===== src/include/blsq_pkg.sv =====
// blsq_pkg: shared widths, register map, condition codes and carriers
// for the branch and loop sequencer; assumes a 24-bit program address space.
package blsq_pkg;
    localparam int ADDR_W = 24;
    localparam int DATA_W = 32;
    localparam int PC_DEPTH = 30;
    localparam int PC_PTR_W = 5;
    localparam int LOOP_DEPTH = 6;
    localparam int LOOP_PTR_W = 3;
    localparam int COND_W = 5;
    localparam int STICKY_STATUS_W = 5;
    localparam int REG_AW = 2;

    localparam logic [PC_PTR_W-1:0] PC_ALMOST = 5'h1D;
    localparam logic [COND_W-1:0] COND_LCE = 5'h0F;
    localparam logic [COND_W-1:0] COND_ALWAYS = 5'h1F;
    localparam logic [ADDR_W-1:0] DELAYED_RET_OFS = 24'h000003;
    localparam logic [ADDR_W-1:0] LOOP_TEST_OFS = 24'h000002;
    localparam logic [1:0] DELAY_SLOTS = 2'h2;
    localparam logic [1:0] LOOP_TYPE_COND = 2'h0;

    // register indices on the plain register port
    localparam logic [REG_AW-1:0] REG_STICKY = 2'h0;
    localparam logic [REG_AW-1:0] REG_PC_SP = 2'h1;
    localparam logic [REG_AW-1:0] REG_PC_TOP = 2'h2;
    localparam logic [REG_AW-1:0] REG_LOOP_TOP = 2'h3;

    // sticky_status bit positions; full and empty are live, overflows sticky
    localparam int STK_PC_FULL = 0;
    localparam int STK_PC_EMPTY = 1;
    localparam int STK_PC_OVF = 2;
    localparam int STK_LOOP_OVF = 3;
    localparam int STK_LOOP_EMPTY = 4;
    localparam logic [STICKY_STATUS_W-1:0] STICKY_STATUS_RESET = 5'h00;

    // overflow_irq bit positions
    localparam int OVI_LOOP = 0;
    localparam int OVI_COUNT = 1;
    localparam int OVI_STATUS = 2;

    typedef enum logic [5:0] {
        BK_NONE = 6'h01,
        BK_JUMP = 6'h02,
        BK_CALL = 6'h04,
        BK_RTS = 6'h08,
        BK_RTI = 6'h10,
        BK_LOOP = 6'h20
    } blsq_kind_e;

    typedef enum logic [2:0] {
        TM_INDIRECT = 3'h1,
        TM_DIRECT = 3'h2,
        TM_RELATIVE = 3'h4
    } blsq_tmode_e;

    typedef struct packed {
        logic valid;
        blsq_kind_e kind;
        logic has_cond;
        logic [COND_W-1:0] cond;
        blsq_tmode_e tmode;
        logic delayed;
        logic loop_abort;
        logic status_pushed;
        logic [4:0] irq_idx;
        logic [ADDR_W-1:0] imm;
        logic [1:0] loop_type;
    } blsq_instr_s;

    typedef struct packed {
        logic az, an, av, ac, mv, mn, sv, sz, af, alusat;
        logic [3:0] fi;
        logic bit_test_flag;
        logic bus_master;
        logic bm_disable;
        logic loop_count_expired;
    } blsq_flags_s;

    typedef struct packed {
        logic [1:0] loop_type;
        logic rsvd;
        logic [COND_W-1:0] cond;
        logic [ADDR_W-1:0] end_addr;
    } blsq_loop_s;

    typedef struct packed {
        logic valid;
        logic squash;
        logic [ADDR_W-1:0] addr;
    } blsq_redirect_s;
endpackage


===== src/hdl/blsq_cond.sv =====
// blsq_cond: evaluates one 5-bit condition or termination code.
// assumes flags are settled in the cycle the code is evaluated.
`timescale 1ns/1ps
module blsq_cond (
    input wire blsq_pkg::blsq_flags_s flags_in,
    input wire logic [blsq_pkg::COND_W-1:0] code_in,
    input wire logic loop_ctx_in,
    output logic result_out
);
    logic [14:0] base;
    logic lt_core;
    logic le_core;
    logic bm_eff;

    assign lt_core = ~flags_in.af & (flags_in.an ^ (flags_in.av & ~flags_in.alusat));
    assign le_core = lt_core | (flags_in.af & flags_in.an) | flags_in.az;
    // bus master condition is forced false unless enabled
    assign bm_eff = flags_in.bus_master & ~flags_in.bm_disable;
    assign base = {bm_eff, flags_in.bit_test_flag, flags_in.fi, flags_in.sz, flags_in.sv,
                   flags_in.mn, flags_in.mv, flags_in.av, flags_in.ac, le_core,
                   lt_core | (flags_in.af & flags_in.an & ~flags_in.az), flags_in.az};

    // codes 16..30 mirror 0..14 inverted; 15 and 31 depend on context
    assign result_out = (code_in == blsq_pkg::COND_ALWAYS) ? ~loop_ctx_in :
                        (code_in == blsq_pkg::COND_LCE) ? ~(flags_in.loop_count_expired ^ loop_ctx_in) :
                        code_in[4] ? ~base[code_in[3:0]] : base[code_in[3:0]];
endmodule


===== src/hdl/blsq_stack.sv =====
// blsq_stack: lifo with pointer, full and overflow state, registered top.
// assumes push and pop are never requested together by the caller.
`timescale 1ns/1ps
module blsq_stack #(
    parameter int DEPTH = 30,
    parameter int WIDTH = 24,
    parameter int PW = 5
) (
    input wire logic clk_in,
    input wire logic reset_n_in,
    input wire logic push_in,
    input wire logic pop_in,
    input wire logic [WIDTH-1:0] data_in,
    input wire logic load_in,
    input wire logic [PW-1:0] load_val_in,
    output logic [WIDTH-1:0] top_out,
    output logic [PW-1:0] ptr_out,
    output logic full_out,
    output logic ovf_out
);
    localparam logic [PW-1:0] FULL_V = PW'(DEPTH);
    localparam logic [PW-1:0] OVF_V = PW'(DEPTH + 1);
    localparam logic [PW-1:0] ONE = PW'(1);
    logic [WIDTH-1:0] mem [DEPTH];
    logic [PW-1:0] next_ptr;
    logic in_range;

    assign full_out = (ptr_out == FULL_V);
    assign ovf_out = (ptr_out == OVF_V);
    assign next_ptr = push_in ? (ptr_out >= FULL_V ? OVF_V : ptr_out + ONE) :
                      pop_in ? (ptr_out == '0 ? ptr_out : ovf_out ? FULL_V : ptr_out - ONE) :
                      (load_in && !ovf_out) ? load_val_in : ptr_out;
    assign in_range = (next_ptr != '0) && (next_ptr <= FULL_V);

    always_ff @(posedge clk_in) begin
        if (push_in && ptr_out < FULL_V) begin
            mem[ptr_out] <= data_in;
        end
    end

    always_ff @(posedge clk_in or negedge reset_n_in) begin
        if (!reset_n_in) begin
            ptr_out <= '0;
            top_out <= '0;
        end else begin
            ptr_out <= next_ptr;
            top_out <= push_in ? data_in : in_range ? mem[next_ptr - ONE] : '0;
        end
    end
endmodule


===== src/hdl/blsq_sequencer.sv =====
// blsq_sequencer: branch, return and loop control at the execute stage.
// assumes one execute-stage instruction per cycle and a fetch unit that
// obeys redirect one cycle after the branch executes.
`timescale 1ns/1ps
module blsq_sequencer (
    input wire logic core_clk_in,
    input wire logic reset_n_in,
    input wire blsq_pkg::blsq_instr_s instr_in,
    input wire blsq_pkg::blsq_flags_s flags_in,
    input wire logic [blsq_pkg::ADDR_W-1:0] exec_pc_in,
    input wire logic [blsq_pkg::ADDR_W-1:0] decode_pc_in,
    input wire logic [blsq_pkg::ADDR_W-1:0] second_address_generator_addr_in,
    input wire logic count_push_full_in,
    input wire logic status_push_full_in,
    input wire logic [blsq_pkg::REG_AW-1:0] reg_addr_in,
    input wire logic [blsq_pkg::DATA_W-1:0] reg_wdata_in,
    input wire logic reg_wr_in,
    input wire logic reg_rd_in,
    output logic [blsq_pkg::DATA_W-1:0] reg_rdata_out,
    output blsq_pkg::blsq_redirect_s redirect_out,
    output logic status_pop_out,
    output logic irq_clear_out,
    output logic [4:0] irq_clear_idx_out,
    output logic loop_count_dec_out,
    output logic irq_hold_out,
    output logic pc_stack_irq_out,
    output logic [2:0] overflow_irq_out
);
    localparam int AW = blsq_pkg::ADDR_W;

    // instruction class decode
    logic k_jump;
    logic k_call;
    logic k_rts;
    logic k_rti;
    logic k_loop;

    always_comb begin
        k_jump = 1'b0;
        k_call = 1'b0;
        k_rts = 1'b0;
        k_rti = 1'b0;
        k_loop = 1'b0;
        unique case (instr_in.kind)
            blsq_pkg::BK_NONE: k_jump = 1'b0;
            blsq_pkg::BK_JUMP: k_jump = instr_in.valid;
            blsq_pkg::BK_CALL: k_call = instr_in.valid;
            blsq_pkg::BK_RTS: k_rts = instr_in.valid;
            blsq_pkg::BK_RTI: k_rti = instr_in.valid;
            blsq_pkg::BK_LOOP: k_loop = instr_in.valid;
            default: k_jump = 1'b0;
        endcase
    end

    // condition evaluation: one for instructions, one for loop termination
    logic cond_res;
    logic term_cond_res;
    blsq_pkg::blsq_loop_s loop_top;

    blsq_cond u_instr_cond (
        .flags_in(flags_in),
        .code_in(instr_in.cond),
        .loop_ctx_in(1'b0),
        .result_out(cond_res)
    );

    blsq_cond u_term_cond (
        .flags_in(flags_in),
        .code_in(loop_top.cond),
        .loop_ctx_in(1'b1),
        .result_out(term_cond_res)
    );

    // stacks
    logic [AW-1:0] pc_top;
    logic [blsq_pkg::PC_PTR_W-1:0] pc_ptr;
    logic [blsq_pkg::LOOP_PTR_W-1:0] loop_ptr;
    logic pc_full;
    logic pc_ovf;
    logic loop_full;
    logic loop_ovf;
    logic pc_push;
    logic pc_pop;
    logic loop_push;
    logic loop_pop;
    logic [AW-1:0] pc_push_data;
    blsq_pkg::blsq_loop_s loop_push_data;
    logic sp_pend;
    logic [blsq_pkg::PC_PTR_W-1:0] sp_pend_val;
    logic [blsq_pkg::DATA_W-1:0] loop_top_raw;

    // updated at the end of the execute cycle, so a read in the next
    // cycle already sees a delayed call or return's effect
    blsq_stack #(
        .DEPTH(blsq_pkg::PC_DEPTH),
        .WIDTH(AW),
        .PW(blsq_pkg::PC_PTR_W)
    ) u_pc_stack (
        .clk_in(core_clk_in),
        .reset_n_in(reset_n_in),
        .push_in(pc_push),
        .pop_in(pc_pop),
        .data_in(pc_push_data),
        .load_in(sp_pend),
        .load_val_in(sp_pend_val),
        .top_out(pc_top),
        .ptr_out(pc_ptr),
        .full_out(pc_full),
        .ovf_out(pc_ovf)
    );

    blsq_stack #(
        .DEPTH(blsq_pkg::LOOP_DEPTH),
        .WIDTH(blsq_pkg::DATA_W),
        .PW(blsq_pkg::LOOP_PTR_W)
    ) u_loop_stack (
        .clk_in(core_clk_in),
        .reset_n_in(reset_n_in),
        .push_in(loop_push),
        .pop_in(loop_pop),
        .data_in(loop_push_data),
        .load_in(1'b0),
        .load_val_in('0),
        .top_out(loop_top_raw),
        .ptr_out(loop_ptr),
        .full_out(loop_full),
        .ovf_out(loop_ovf)
    );

    assign loop_top = loop_top_raw;

    // branch decision and target
    logic is_branch;
    logic cond_ok;
    logic taken;
    logic is_ret;
    logic [AW-1:0] branch_tgt;
    logic [AW-1:0] jump_tgt;
    logic la_pop;

    assign is_branch = k_jump | k_call | k_rts | k_rti;
    assign cond_ok = ~instr_in.has_cond | cond_res;
    assign taken = is_branch & cond_ok;
    assign is_ret = k_rts | k_rti;
    assign jump_tgt = (instr_in.tmode == blsq_pkg::TM_INDIRECT) ? second_address_generator_addr_in :
                      (instr_in.tmode == blsq_pkg::TM_DIRECT) ? instr_in.imm :
                      exec_pc_in + instr_in.imm;
    assign branch_tgt = is_ret ? pc_top : jump_tgt;
    // abort only pops when a loop is actually active
    assign la_pop = taken & k_jump & instr_in.loop_abort & (loop_ptr != '0);

    // loop termination test at e-2
    logic at_test;
    logic counted;
    logic term;
    logic loop_back;
    logic loop_exit;

    assign at_test = instr_in.valid && (loop_ptr != '0) && !loop_ovf &&
                     (exec_pc_in == loop_top.end_addr - blsq_pkg::LOOP_TEST_OFS);
    assign counted = (loop_top.loop_type != blsq_pkg::LOOP_TYPE_COND);
    assign term = counted ? flags_in.loop_count_expired : term_cond_res;
    assign loop_back = at_test & ~term;
    assign loop_exit = at_test & term;

    // stack operations
    assign pc_push = (taken & k_call) | k_loop;
    assign pc_push_data = k_loop ? decode_pc_in :
                          instr_in.delayed ? exec_pc_in + blsq_pkg::DELAYED_RET_OFS :
                          decode_pc_in;
    assign pc_pop = (taken & is_ret) | la_pop | loop_exit;
    assign loop_push = k_loop;
    assign loop_push_data = '{loop_type: instr_in.loop_type, rsvd: 1'b0,
                              cond: instr_in.cond, end_addr: instr_in.imm};
    assign loop_pop = la_pop | loop_exit;

    // flow redirection towards fetch
    blsq_pkg::blsq_redirect_s next_redirect;

    assign next_redirect.valid = taken | loop_back;
    assign next_redirect.squash = taken & ~instr_in.delayed;
    // address held at zero unless a branch is taken or the loop jumps back, so the pulse is clean
    assign next_redirect.addr = loop_back ? pc_top : taken ? branch_tgt : '0;

    always_ff @(posedge core_clk_in or negedge reset_n_in) begin
        if (!reset_n_in) begin
            redirect_out <= '0;
        end else begin
            redirect_out <= next_redirect;
        end
    end

    // interrupt return side effects and loop counter decrement
    always_ff @(posedge core_clk_in or negedge reset_n_in) begin
        if (!reset_n_in) begin
            status_pop_out <= 1'b0;
            irq_clear_out <= 1'b0;
            irq_clear_idx_out <= '0;
            loop_count_dec_out <= 1'b0;
        end else begin
            status_pop_out <= taken & k_rti & instr_in.status_pushed;
            irq_clear_out <= taken & k_rti;
            irq_clear_idx_out <= instr_in.irq_idx;
            loop_count_dec_out <= at_test & counted;
        end
    end

    // interrupt deferral across the two delay slots
    logic [1:0] hold_cnt;
    logic [1:0] next_hold_cnt;

    assign next_hold_cnt = (taken & instr_in.delayed) ? blsq_pkg::DELAY_SLOTS :
                           (hold_cnt != '0) ? hold_cnt - 2'h1 : hold_cnt;

    always_ff @(posedge core_clk_in or negedge reset_n_in) begin
        if (!reset_n_in) begin
            hold_cnt <= '0;
            irq_hold_out <= 1'b0;
        end else begin
            hold_cnt <= next_hold_cnt;
            irq_hold_out <= (next_hold_cnt != '0);
        end
    end

    // stack status, overflow and interrupt requests
    logic [blsq_pkg::STICKY_STATUS_W-1:0] sticky_status;
    logic [blsq_pkg::STICKY_STATUS_W-1:0] sticky_status_set;
    logic [blsq_pkg::STICKY_STATUS_W-1:0] sticky_status_clr;
    logic [2:0] next_ovi;
    logic wr_sticky;
    logic wr_pc_sp;

    assign wr_sticky = reg_wr_in && (reg_addr_in == blsq_pkg::REG_STICKY);
    assign wr_pc_sp = reg_wr_in && (reg_addr_in == blsq_pkg::REG_PC_SP);
    assign next_ovi[blsq_pkg::OVI_LOOP] = loop_push & (loop_full | loop_ovf);
    assign next_ovi[blsq_pkg::OVI_COUNT] = count_push_full_in;
    assign next_ovi[blsq_pkg::OVI_STATUS] = status_push_full_in;
    assign sticky_status_set = {1'b0, next_ovi[blsq_pkg::OVI_LOOP], pc_push & pc_full, 2'b00};
    assign sticky_status_clr = wr_sticky ? reg_wdata_in[blsq_pkg::STICKY_STATUS_W-1:0] : '0;

    // write-one-to-clear; a fresh overflow in the same cycle survives
    always_ff @(posedge core_clk_in or negedge reset_n_in) begin
        if (!reset_n_in) begin
            sticky_status <= blsq_pkg::STICKY_STATUS_RESET;
            overflow_irq_out <= '0;
            pc_stack_irq_out <= 1'b0;
        end else begin
            sticky_status <= (sticky_status & ~sticky_status_clr) | sticky_status_set;
            overflow_irq_out <= next_ovi;
            pc_stack_irq_out <= (pc_ptr == blsq_pkg::PC_ALMOST);
        end
    end

    // pointer writes are staged one cycle; the stack drops them if overflowed
    always_ff @(posedge core_clk_in or negedge reset_n_in) begin
        if (!reset_n_in) begin
            sp_pend <= 1'b0;
            sp_pend_val <= '0;
        end else begin
            sp_pend <= wr_pc_sp;
            sp_pend_val <= reg_wdata_in[blsq_pkg::PC_PTR_W-1:0];
        end
    end

    // register reads
    logic [blsq_pkg::STICKY_STATUS_W-1:0] sticky_status_view;
    logic [blsq_pkg::DATA_W-1:0] rd_mux;

    assign sticky_status_view = {loop_ptr == '0, sticky_status[blsq_pkg::STK_LOOP_OVF], sticky_status[blsq_pkg::STK_PC_OVF],
                        pc_ptr == '0, pc_full};
    assign rd_mux = (reg_addr_in == blsq_pkg::REG_STICKY) ? blsq_pkg::DATA_W'(sticky_status_view) :
                    (reg_addr_in == blsq_pkg::REG_PC_SP) ? blsq_pkg::DATA_W'(pc_ptr) :
                    (reg_addr_in == blsq_pkg::REG_PC_TOP) ? blsq_pkg::DATA_W'(pc_top) :
                    loop_top_raw & ~(blsq_pkg::DATA_W'(1) << (blsq_pkg::ADDR_W + blsq_pkg::COND_W));

    always_ff @(posedge core_clk_in or negedge reset_n_in) begin
        if (!reset_n_in) begin
            reg_rdata_out <= '0;
        end else begin
            reg_rdata_out <= reg_rd_in ? rd_mux : '0;
        end
    end
endmodule


===== config.mk =====
export PLATFORM = sky130hd
export DESIGN_NAME = blsq_sequencer
export DESIGN_NICKNAME = d
export VERILOG_FILES = /design/src/include/blsq_pkg.sv /design/src/hdl/blsq_cond.sv /design/src/hdl/blsq_stack.sv /design/src/hdl/blsq_sequencer.sv
export SDC_FILE = /design/constraint.sdc
export NUM_CORES = 1
export LEC_CHECK = 0
export BUFFER_PORTS_ARGS = -buffer_cell sky130_fd_sc_hd__buf_2
export CORE_MARGIN = 2
export CORE_UTILIZATION = 61
export DETAILED_ROUTE_END_ITERATION = 12
export HOLD_SLACK_MARGIN = 0.03
export PLACE_DENSITY_LB_ADDON = 0.2
export SLEW_MARGIN = 5
export SYNTH_ARGS = -nofsm -noshare
export SYNTH_HDL_FRONTEND = slang
export SYNTH_SLANG_ARGS = --single-unit

===== constraint.sdc =====
create_clock -name core_clk_in -period 7.27 [get_ports core_clk_in]
set_clock_uncertainty 0.1 [all_clocks]
set_input_delay 0 -clock core_clk_in [delete_from_list [all_inputs] [get_ports core_clk_in]]
set_output_delay 0 -clock core_clk_in [all_outputs]
set_load 0.02 [all_outputs]

# --- Word-level counts from Yosys, hierarchy flattened ---
# Memory sizes are Yosys's and may differ from the RTL's.
# Index checks and enable logic that the tools add are counted.
classes:
  n_addsub: 10
  n_mul: 0
  div: 0
  order_cmp: 8
  eq_ne: 19
  shift: 0
  muxes: 49
  n_bitwise: 48
  n_reduce_logical: 21
ops:
  columns: ["op", "count"]
  rows:
  - ["$mux 24", 9]
  - ["$mux 32", 6]
  - ["$mux 5", 7]
  - ["$eq 5x5->1 const B", 5]
  - ["$add 24x2->24 const B", 1]
  - ["$add 24x24->24", 1]
  - ["$eq 24x24->1", 1]
  - ["$sub 24x2->24 const B", 1]
  - ["$and 1x1->1", 20]
  - ["$mux 1", 18]
  - ["$mux 3", 5]
  - ["$or 1x1->1", 14]
  - ["$eq 5x4->1 const B", 2]
  - ["$logic_and 1x1->1", 10]
  - ["$lt 4x5->1 const B", 2]
  - ["$not 1->1", 10]
  - ["$sub 5x1->5 const B", 2]
  - ["$bmux 1 s4", 2]
  - ["$eq 3x3->1 const B", 2]
  - ["$eq 6x2->1 const B", 1]
  - ["$eq 6x3->1 const B", 1]
  - ["$eq 6x4->1 const B", 1]
  - ["$eq 6x5->1 const B", 1]
  - ["$eq 6x6->1 const B", 1]
  - ["26 further kinds", 32]
totals:
  regBits: 148
  latch_bits: 0
  ram_bits: 906
  mem_bits_ro: 0
  inputBits: 180
  wordCells: 176
  n_memories: 2
memory_table:
  columns: ["memory", "depth", "word_bits", "rd", "rd_clocked_by_memory_dff", "wr", "line_no", "source"]
  rows:
  - ["u_pc_stack.mem", 30, 24, 1, 0, 1, "blsq_stack.sv:24", "logic [WIDTH-1:0] mem [DEPTH];"]
  - ["u_loop_stack.mem", 6, 31, 1, 0, 1, "blsq_stack.sv:24", null]

# --- Depth between registers and ports, before layout ---
depth:
  word_depth: 25
  depth_mapped: 22
  mapped_depth_nobuf: 17

# --- Cells and area by module ---
# From an unflattened synthesis, not the netlist that was laid out.
hier_totals:
  hier_cells: 2793
  area_unflattened_um2: 44501.4
modules_own_cells:
  columns: ["module", "instances", "cells_per_inst", "area_each_um2", "seq_area_each_um2"]
  rows:
  - ["blsq_stack (u_pc_stack)", 1, 1605, 29266.8, 22346.4]
  - ["blsq_stack (u_loop_stack)", 1, 429, 8649.5, 6641.4]
  - ["blsq_sequencer", 1, 697, 6087.1, 2001.9]
  - ["blsq_cond", 2, 31, 249.0, 0.0]

# --- Least setup slack after synthesis ---
# Ideal clock, no wire load.
synth_path:
  kind: "reg2reg"
  startpoint: "reg u_loop_stack.top_out[1]"
  endpoint: "reg u_loop_stack.top_out[0]"
  setup_time_ns: 0.130
  arrival_ns: 5.233
  required_time_ns: 7.040
  slack_ns: 1.807
  stages_incl_launch_ff: 21
  n_path_buf: 4
  path_cell_list: "dfrtp_1 inv_1 ha_1 or4b_1 clkbuf_1 or4_4 xnor2_1 mux2i_1 a22oi_2 nand4b_1 o22ai_1 nor2b_1 o21ai_0 o221a_2 clkbuf_1 buf_1 ha_1 clkbuf_1 mux4_2 o21ai_0 o21ai_1"
synth_via:
  elab_chain_cells: 11
synth_rtl:
  columns: ["element", "line_no", "source"]
  rows:
  - ["from (decl)", "blsq_stack.sv:16", "output logic [WIDTH-1:0] top_out,"]
  - ["from (signal assigned)", "blsq_stack.sv:47", "top_out <= push_in ? data_in : in_range ? mem[next_ptr - ONE] : '0;"]
  - ["$sub 24x2->24 *", "blsq_sequencer.sv:160", "(exec_pc_in == loop_top.end_addr - blsq_pkg::LOOP_TEST_OFS);"]
  - ["$eq 24x24->1 *", "blsq_sequencer.sv:160", null]
  - ["$logic_and 1x1->1 *", "blsq_sequencer.sv:159", "assign at_test = instr_in.valid && (loop_ptr != '0) && !loop_ovf &&"]
  - ["$and 1x1->1 *", "blsq_sequencer.sv:164", "assign loop_exit = at_test & term;"]
  - ["$or 1x1->1 *", "blsq_sequencer.sv:175", "assign loop_pop = la_pop | loop_exit;"]
  - ["$mux 3 *", "blsq_stack.sv:31", "pop_in ? (ptr_out == '0 ? ptr_out : ovf_out ? FULL_V : ptr_out - ONE) :"]
  - ["$mux 3 *", "blsq_stack.sv:30", "assign next_ptr = push_in ? (ptr_out >= FULL_V ? OVF_V : ptr_out + ONE) :"]
  - ["$sub 3x1->3, or another cell as far along", "blsq_stack.sv:47", null]
  - ["$mem_v2 6x31 or $logic_and 1x1->1 (tied branches)", null, null]
  - ["$mux 32 * (2 in a row)", "blsq_stack.sv:47", null]
# Every way passes the cells marked *; elsewhere a longest branch is shown, timed or not.

# --- Worst setup path in the final report ---
layout_path:
  startpoint: "reg u_loop_stack.ptr_out[1]"
  endpoint: "reg u_loop_stack.top_out[19]"
layout_via:
  elab_chain_cells: 12
layout_rtl:
  columns: ["element", "line_no", "source"]
  rows:
  - ["from (decl)", "blsq_stack.sv:17", "output logic [PW-1:0] ptr_out,"]
  - ["from (signal assigned)", "blsq_stack.sv:46", "ptr_out <= next_ptr;"]
  - ["parallel branches: the longest is 7 deep, another holds $sub 3x1->3", null, null]
  - ["$mux 3 *", "blsq_stack.sv:30", null]
  - ["named net u_loop_stack.next_ptr[1]", "blsq_stack.sv:25", "logic [PW-1:0] next_ptr;"]
  - ["$sub 3x1->3, or another cell as far along", "blsq_stack.sv:47", null]
  - ["$mem_v2 6x31 or $logic_and 1x1->1 (tied branches)", null, null]
  - ["$mux 32 * (2 in a row)", "blsq_stack.sv:47", null]
# Mark *: on every way through the listed nets, which the timed path passes.

==> impl_summary.log <==
[metrics] filler cell count in the final layout: 4462
[metrics] critical path endpoint category: register
[metrics] TritonCTS buffer count: 100
[metrics] setup slack of the critical path after layout: 0.868 ns
[metrics] Most Used Layer, Global Route: met2
[metrics] Avg Cell Area, Syn: 15.0 um^2
[metrics] met1 Resource Use GR: between 40% and 50%
[metrics] synthesized instance count: 2967
[metrics] Non-Filler Instances: 4387
[metrics] worst r2r path cells: 17
[metrics] synth-to-layout area growth: 16.7%
[metrics] number of levels the H-tree was split into: 3
[metrics] measured slew at the worst slew-check pin: roughly 1.4 ns
[metrics] WS Path Type: reg2reg
[metrics] synth warn: 0
[metrics] number of port buffers: 222
[metrics] global route overflow: 0
[metrics] biggest area consumer among synthesized cells: sky130_fd_sc_hd__edfxtp_1
[metrics] final weighted congestion of routability-driven global placement: between 0.8 and 0.9
[metrics] clk root buf: sky130_fd_sc_hd__clkbuf_16
[metrics] critical path startpoint category: register
[metrics] final period demand of the worst path: 6.40 ns
[metrics] run status: complete, no violations
[metrics] worst hold path type: in2reg
[metrics] Max-Slew Margin vs Limit: 7.04%
[metrics] ranking of synthesized cells by instance count: 906 x sky130_fd_sc_hd__edfxtp_1, 372 x sky130_fd_sc_hd__nand2_1, 170 x sky130_fd_sc_hd__mux2i_1, 145 x sky130_fd_sc_hd__o21ai_0, 143 x sky130_fd_sc_hd__dfrtp_1
[metrics] share of the yosys chip area belonging to registers: between 60% and 70%
[metrics] signal arrival time at the worst endpoint: 6.80 ns
[metrics] net total in the final layout: between 3k and 4k
[metrics] GR Util met3: 7.28%
[metrics] chip width: 274 um
[metrics] TritonCTS clock tree: yes
[metrics] proportion of netlist area held by the largest area contributor: 61.2%
[metrics] met2 GRT Util: 54.3%
[metrics] RR Endpoint: u_loop_stack.top_out[19]
[metrics] max-cap check violation count: 0
[metrics] Most common cell on crit path: sky130_fd_sc_hd__o21ai_0
[metrics] worst-skew pair later-pin latency: 0.68 ns
[metrics] unrepaired setup endpoints after global routing: false
[metrics] Total Wirelength: 127 mm
[metrics] count of unique library cells instantiated by Yosys: 93
[metrics] peak ir drop on the vdd network: 0.330 mV
[metrics] DRC violation count after routing: 0
[metrics] overall via count from detail_route: 29.2k
[metrics] number of logic stages on the critical path including buffering: 17
[metrics] drt pass-1 iters: 6
[metrics] initial antenna violation count: 3
[metrics] Finish-stage setup viols: 0
[metrics] ANT nets after route: 0
[metrics] drt first-iter violations: around 4.2k
[metrics] post-CTS repair timing setup buffer count: 0
[metrics] CP Cell Sequence: inv_1 -> ha_1 -> nor2b_1 -> or4b_2 -> nor3_1 -> nor4bb_1 -> nand4_1 -> nand4b_1 -> o22ai_1 -> a21oi_1 -> o21ai_0 -> inv_1 -> ha_2 -> buf_4 -> mux4_2 -> o21ai_0 -> o21ai_0
[metrics] Clock Sink Count: 1049
[metrics] termination of the worst setup path: u_loop_stack.top_out[19]
[metrics] area of the die: 0.0750 mm^2
[metrics] area of the mapped netlist: about 0.044 mm^2
[metrics] Placed Cells incl. Taps: about 4.1k
[metrics] peak clock frequency supported by timing: between 0.15 and 0.2 GHz
[metrics] std cell rows: just under 100
[metrics] share of cells above drive strength 1: 20.4%
[metrics] detailed placement HPWL: between 70 and 80 mm
[metrics] per-cell via count in the routed design: 6.66
[metrics] # IOs: 251
[metrics] number of global-route vias before repair: 29.1k
[metrics] number of synthesized register bits: 1049
[metrics] largest cells by area after synthesis: sky130_fd_sc_hd__edfxtp_1 61%, sky130_fd_sc_hd__dfrtp_1 8.1%, sky130_fd_sc_hd__mux4_2 6.2%
[metrics] required time at the worst-slack endpoint: between 7 and 8 ns
[metrics] syn_nets: 3187
[metrics] core area: 0.0719 mm^2
[metrics] number of enable flip-flop cells after synthesis: 906
[metrics] reg-to-reg setup timing slack: 0.87 ns
[metrics] first-pass GRT wire length: ~190 mm
[metrics] wire length per cell after detailed routing: 29.1 um
[metrics] overall die height: 274 um
[metrics] share of the clock period used by the worst path after layout: 88.1%
[metrics] Initial Util: about 60%
[metrics] most frequent cell after synthesis: sky130_fd_sc_hd__edfxtp_1
[metrics] number of pins exceeding their max-slew limit in the final report: 0
[metrics] CP peak stage delay: 0.83 ns
[metrics] power density relative to cell area: 327 mW/mm^2
[metrics] all-layer global routing usage: between 30% and 40%
[metrics] maximum number of pins on one net before global-route repair: 104
[metrics] total count of hold-check failures in the final report: 0
[metrics] Async S/R FF share, synth: 13.6%
[metrics] Post-synth top flop: sky130_fd_sc_hd__edfxtp_1
[metrics] Crit Path Max Fanout: 17
[metrics] cell at the slowest stage of the critical path: sky130_fd_sc_hd__ha_2
[metrics] start of the worst register-to-register path: u_loop_stack.ptr_out[1]
[metrics] Post-Place Setup Slack: 0.936 ns
[metrics] kind of cell adding the most delay to the critical path: simple AND/OR/NAND/NOR gates
[metrics] setup TNS: 0 ns
[metrics] count of buffering cells on the critical path with inverters included: 3
[metrics] worst-case clock buffer depth: 3
[metrics] crit path launch: u_loop_stack.ptr_out[1]
[metrics] leakage power: 18.9 nW
[metrics] clock input transition at the sequential cells of the worst setup and hold paths: 0.07 ns
==> worst register-to-register path, cell delays in order (launching register included) <==
cell and delay, ns:
sky130_fd_sc_hd__dfrtp_1 0.52, sky130_fd_sc_hd__inv_1 0.18, sky130_fd_sc_hd__ha_1 0.21, sky130_fd_sc_hd__nor2b_1 0.15
sky130_fd_sc_hd__or4b_2 0.69, sky130_fd_sc_hd__nor3_1 0.34, sky130_fd_sc_hd__nor4bb_1 0.29, sky130_fd_sc_hd__nand4_1 0.15
sky130_fd_sc_hd__nand4b_1 0.42, sky130_fd_sc_hd__o22ai_1 0.49, sky130_fd_sc_hd__a21oi_1 0.13, sky130_fd_sc_hd__o21ai_0 0.46
sky130_fd_sc_hd__inv_1 0.14, sky130_fd_sc_hd__ha_2 0.83, sky130_fd_sc_hd__buf_4 0.28, sky130_fd_sc_hd__mux4_2 0.49
sky130_fd_sc_hd__o21ai_0 0.22, sky130_fd_sc_hd__o21ai_0 0.14
==> report_power, final <==
group | internal (mW) | switching (mW) | total [mW] | leakage, nW
Clock | 3.16 | 2.26 | 5.41 | 1.64
Combinational | 1.70 | 2.66 | 4.36 | 7.19
Sequential | 6.78 | 0.395 | 7.18 | 10.0
==> how the worst min path moves through the flow <==
| stage | endpoint | depth (start not counted) | slack (ns) | startpoint |
|---|---|---|---|---|
| after global routing | u_pc_stack.mem[21][19] | 4 | 0.06 | decode_pc_in[19] |
| after global placement | irq_clear_idx_out[2] | 1 | 0.008 | instr_in[28] |
| final | u_pc_stack.mem[21][19] | 4 | 0.04 | decode_pc_in[19] |
| after CTS | u_pc_stack.mem[16][21] | 3 | 0.03 | decode_pc_in[21] |
| after detailed placement | sp_pend_val[1] | 1 | 0.01 | reg_wdata_in[1] |
| after floorplan | hold_cnt[0] | 0 | -0.40 | reset_n_in |
==> layout make-up <==
type | count | area, um^2 | share of cell area [%]
diodes | 3 | 7.51 | 0.0145
clock buffers | 120 | 2630 | 5.07
clock inverters | 65 | 796 | 1.53
inverters | 43 | 169 | 0.326
multi-input cells | 1713 | 13100 | 25.3
flip-flops and latches | 1049 | 30800 | 59.3
well taps | 950 | 1190 | 2.29
repair buffers | 444 | 3170 | 6.10
==> cell usage in the layout (no fill, tap or decap), types with 40 or more instances in the layout <==
master                            n
sky130_fd_sc_hd__inv_1           40
sky130_fd_sc_hd__nor2_1         119
sky130_fd_sc_hd__mux2i_1        170
sky130_fd_sc_hd__mux4_2         122
sky130_fd_sc_hd__and3_1          42
sky130_fd_sc_hd__o21ai_0        120
sky130_fd_sc_hd__edfxtp_1       906
sky130_fd_sc_hd__nand2_1        369
sky130_fd_sc_hd__dfrtp_1        143
sky130_fd_sc_hd__xnor2_1         47
sky130_fd_sc_hd__buf_4           92
sky130_fd_sc_hd__clkbuf_16      101
sky130_fd_sc_hd__a21oi_1         91
sky130_fd_sc_hd__dlygate4sd3_1  125
sky130_fd_sc_hd__nand3_1         85
sky130_fd_sc_hd__buf_2          221
==> stage by stage <==
step	util [%]	hold slack (ns)	total power [mW]	instance area [um^2]
5_1_grt	72.2	0.0610	17.5	51900
2_1_floorplan	-	-0.396	9.92	44400
3_3_place_gp	65.6	0.00790	11.4	47200
3_5_place_dp	65.6	0.00955	11.5	47200
6_report	72.2	0.0351	17.0	51900
4_1_cts	72.2	0.0311	16.9	51900
==> registers in the layout (all words and copies together), names as in the netlist, 2 cells and up <==
signal and cells:
u_pc_stack.mem 720, u_loop_stack.mem 186, reg_rdata_out 31, u_loop_stack.top_out 31, redirect_out 26, u_pc_stack.top_out 24
irq_clear_idx_out 5, sp_pend_val 5, u_pc_stack.ptr_out 5, overflow_irq_out 3, u_loop_stack.ptr_out 3, hold_cnt 2
sticky_status 2
==> per-layer routing <==
metal  wire length, um  up-vias  part of all wire (%)
met2             60400     1974                    47
li1                  -    12200                     -
met3             14500      432                    11
met5                 0        -                     0
met4              6330        0                   5.0
met1             46300    14600                    36
==> cell families (layout without fill, tap and decap cells) <==
logic type               Yosys count  count (layout)  synth area share, %
AO/OA/AOI/OAI                    504             504                 7.56
other                              1               4              0.00844
AND/OR/NAND/NOR                  781             781                 8.03
adder cells (fa/ha/maj)           40              40                 1.14
XOR/XNOR                          77              77                 1.52
buffers and inverters            205             672                 1.97
flip-flops                      1049            1049                 69.3
multiplexers                     310             310                 10.5
==> what timing repair did <==
| action | 4_1_cts | 5_1_grt |
|---|---|---|
| endpoints found under the hold margin | 643 | 30 |
| hold buffers | 125 | 1 |
| resized for setup | 0 | 0 |
| endpoints found under the setup margin | 0 | 0 |
No activity file was read; power rests on OpenSTA's default activity.
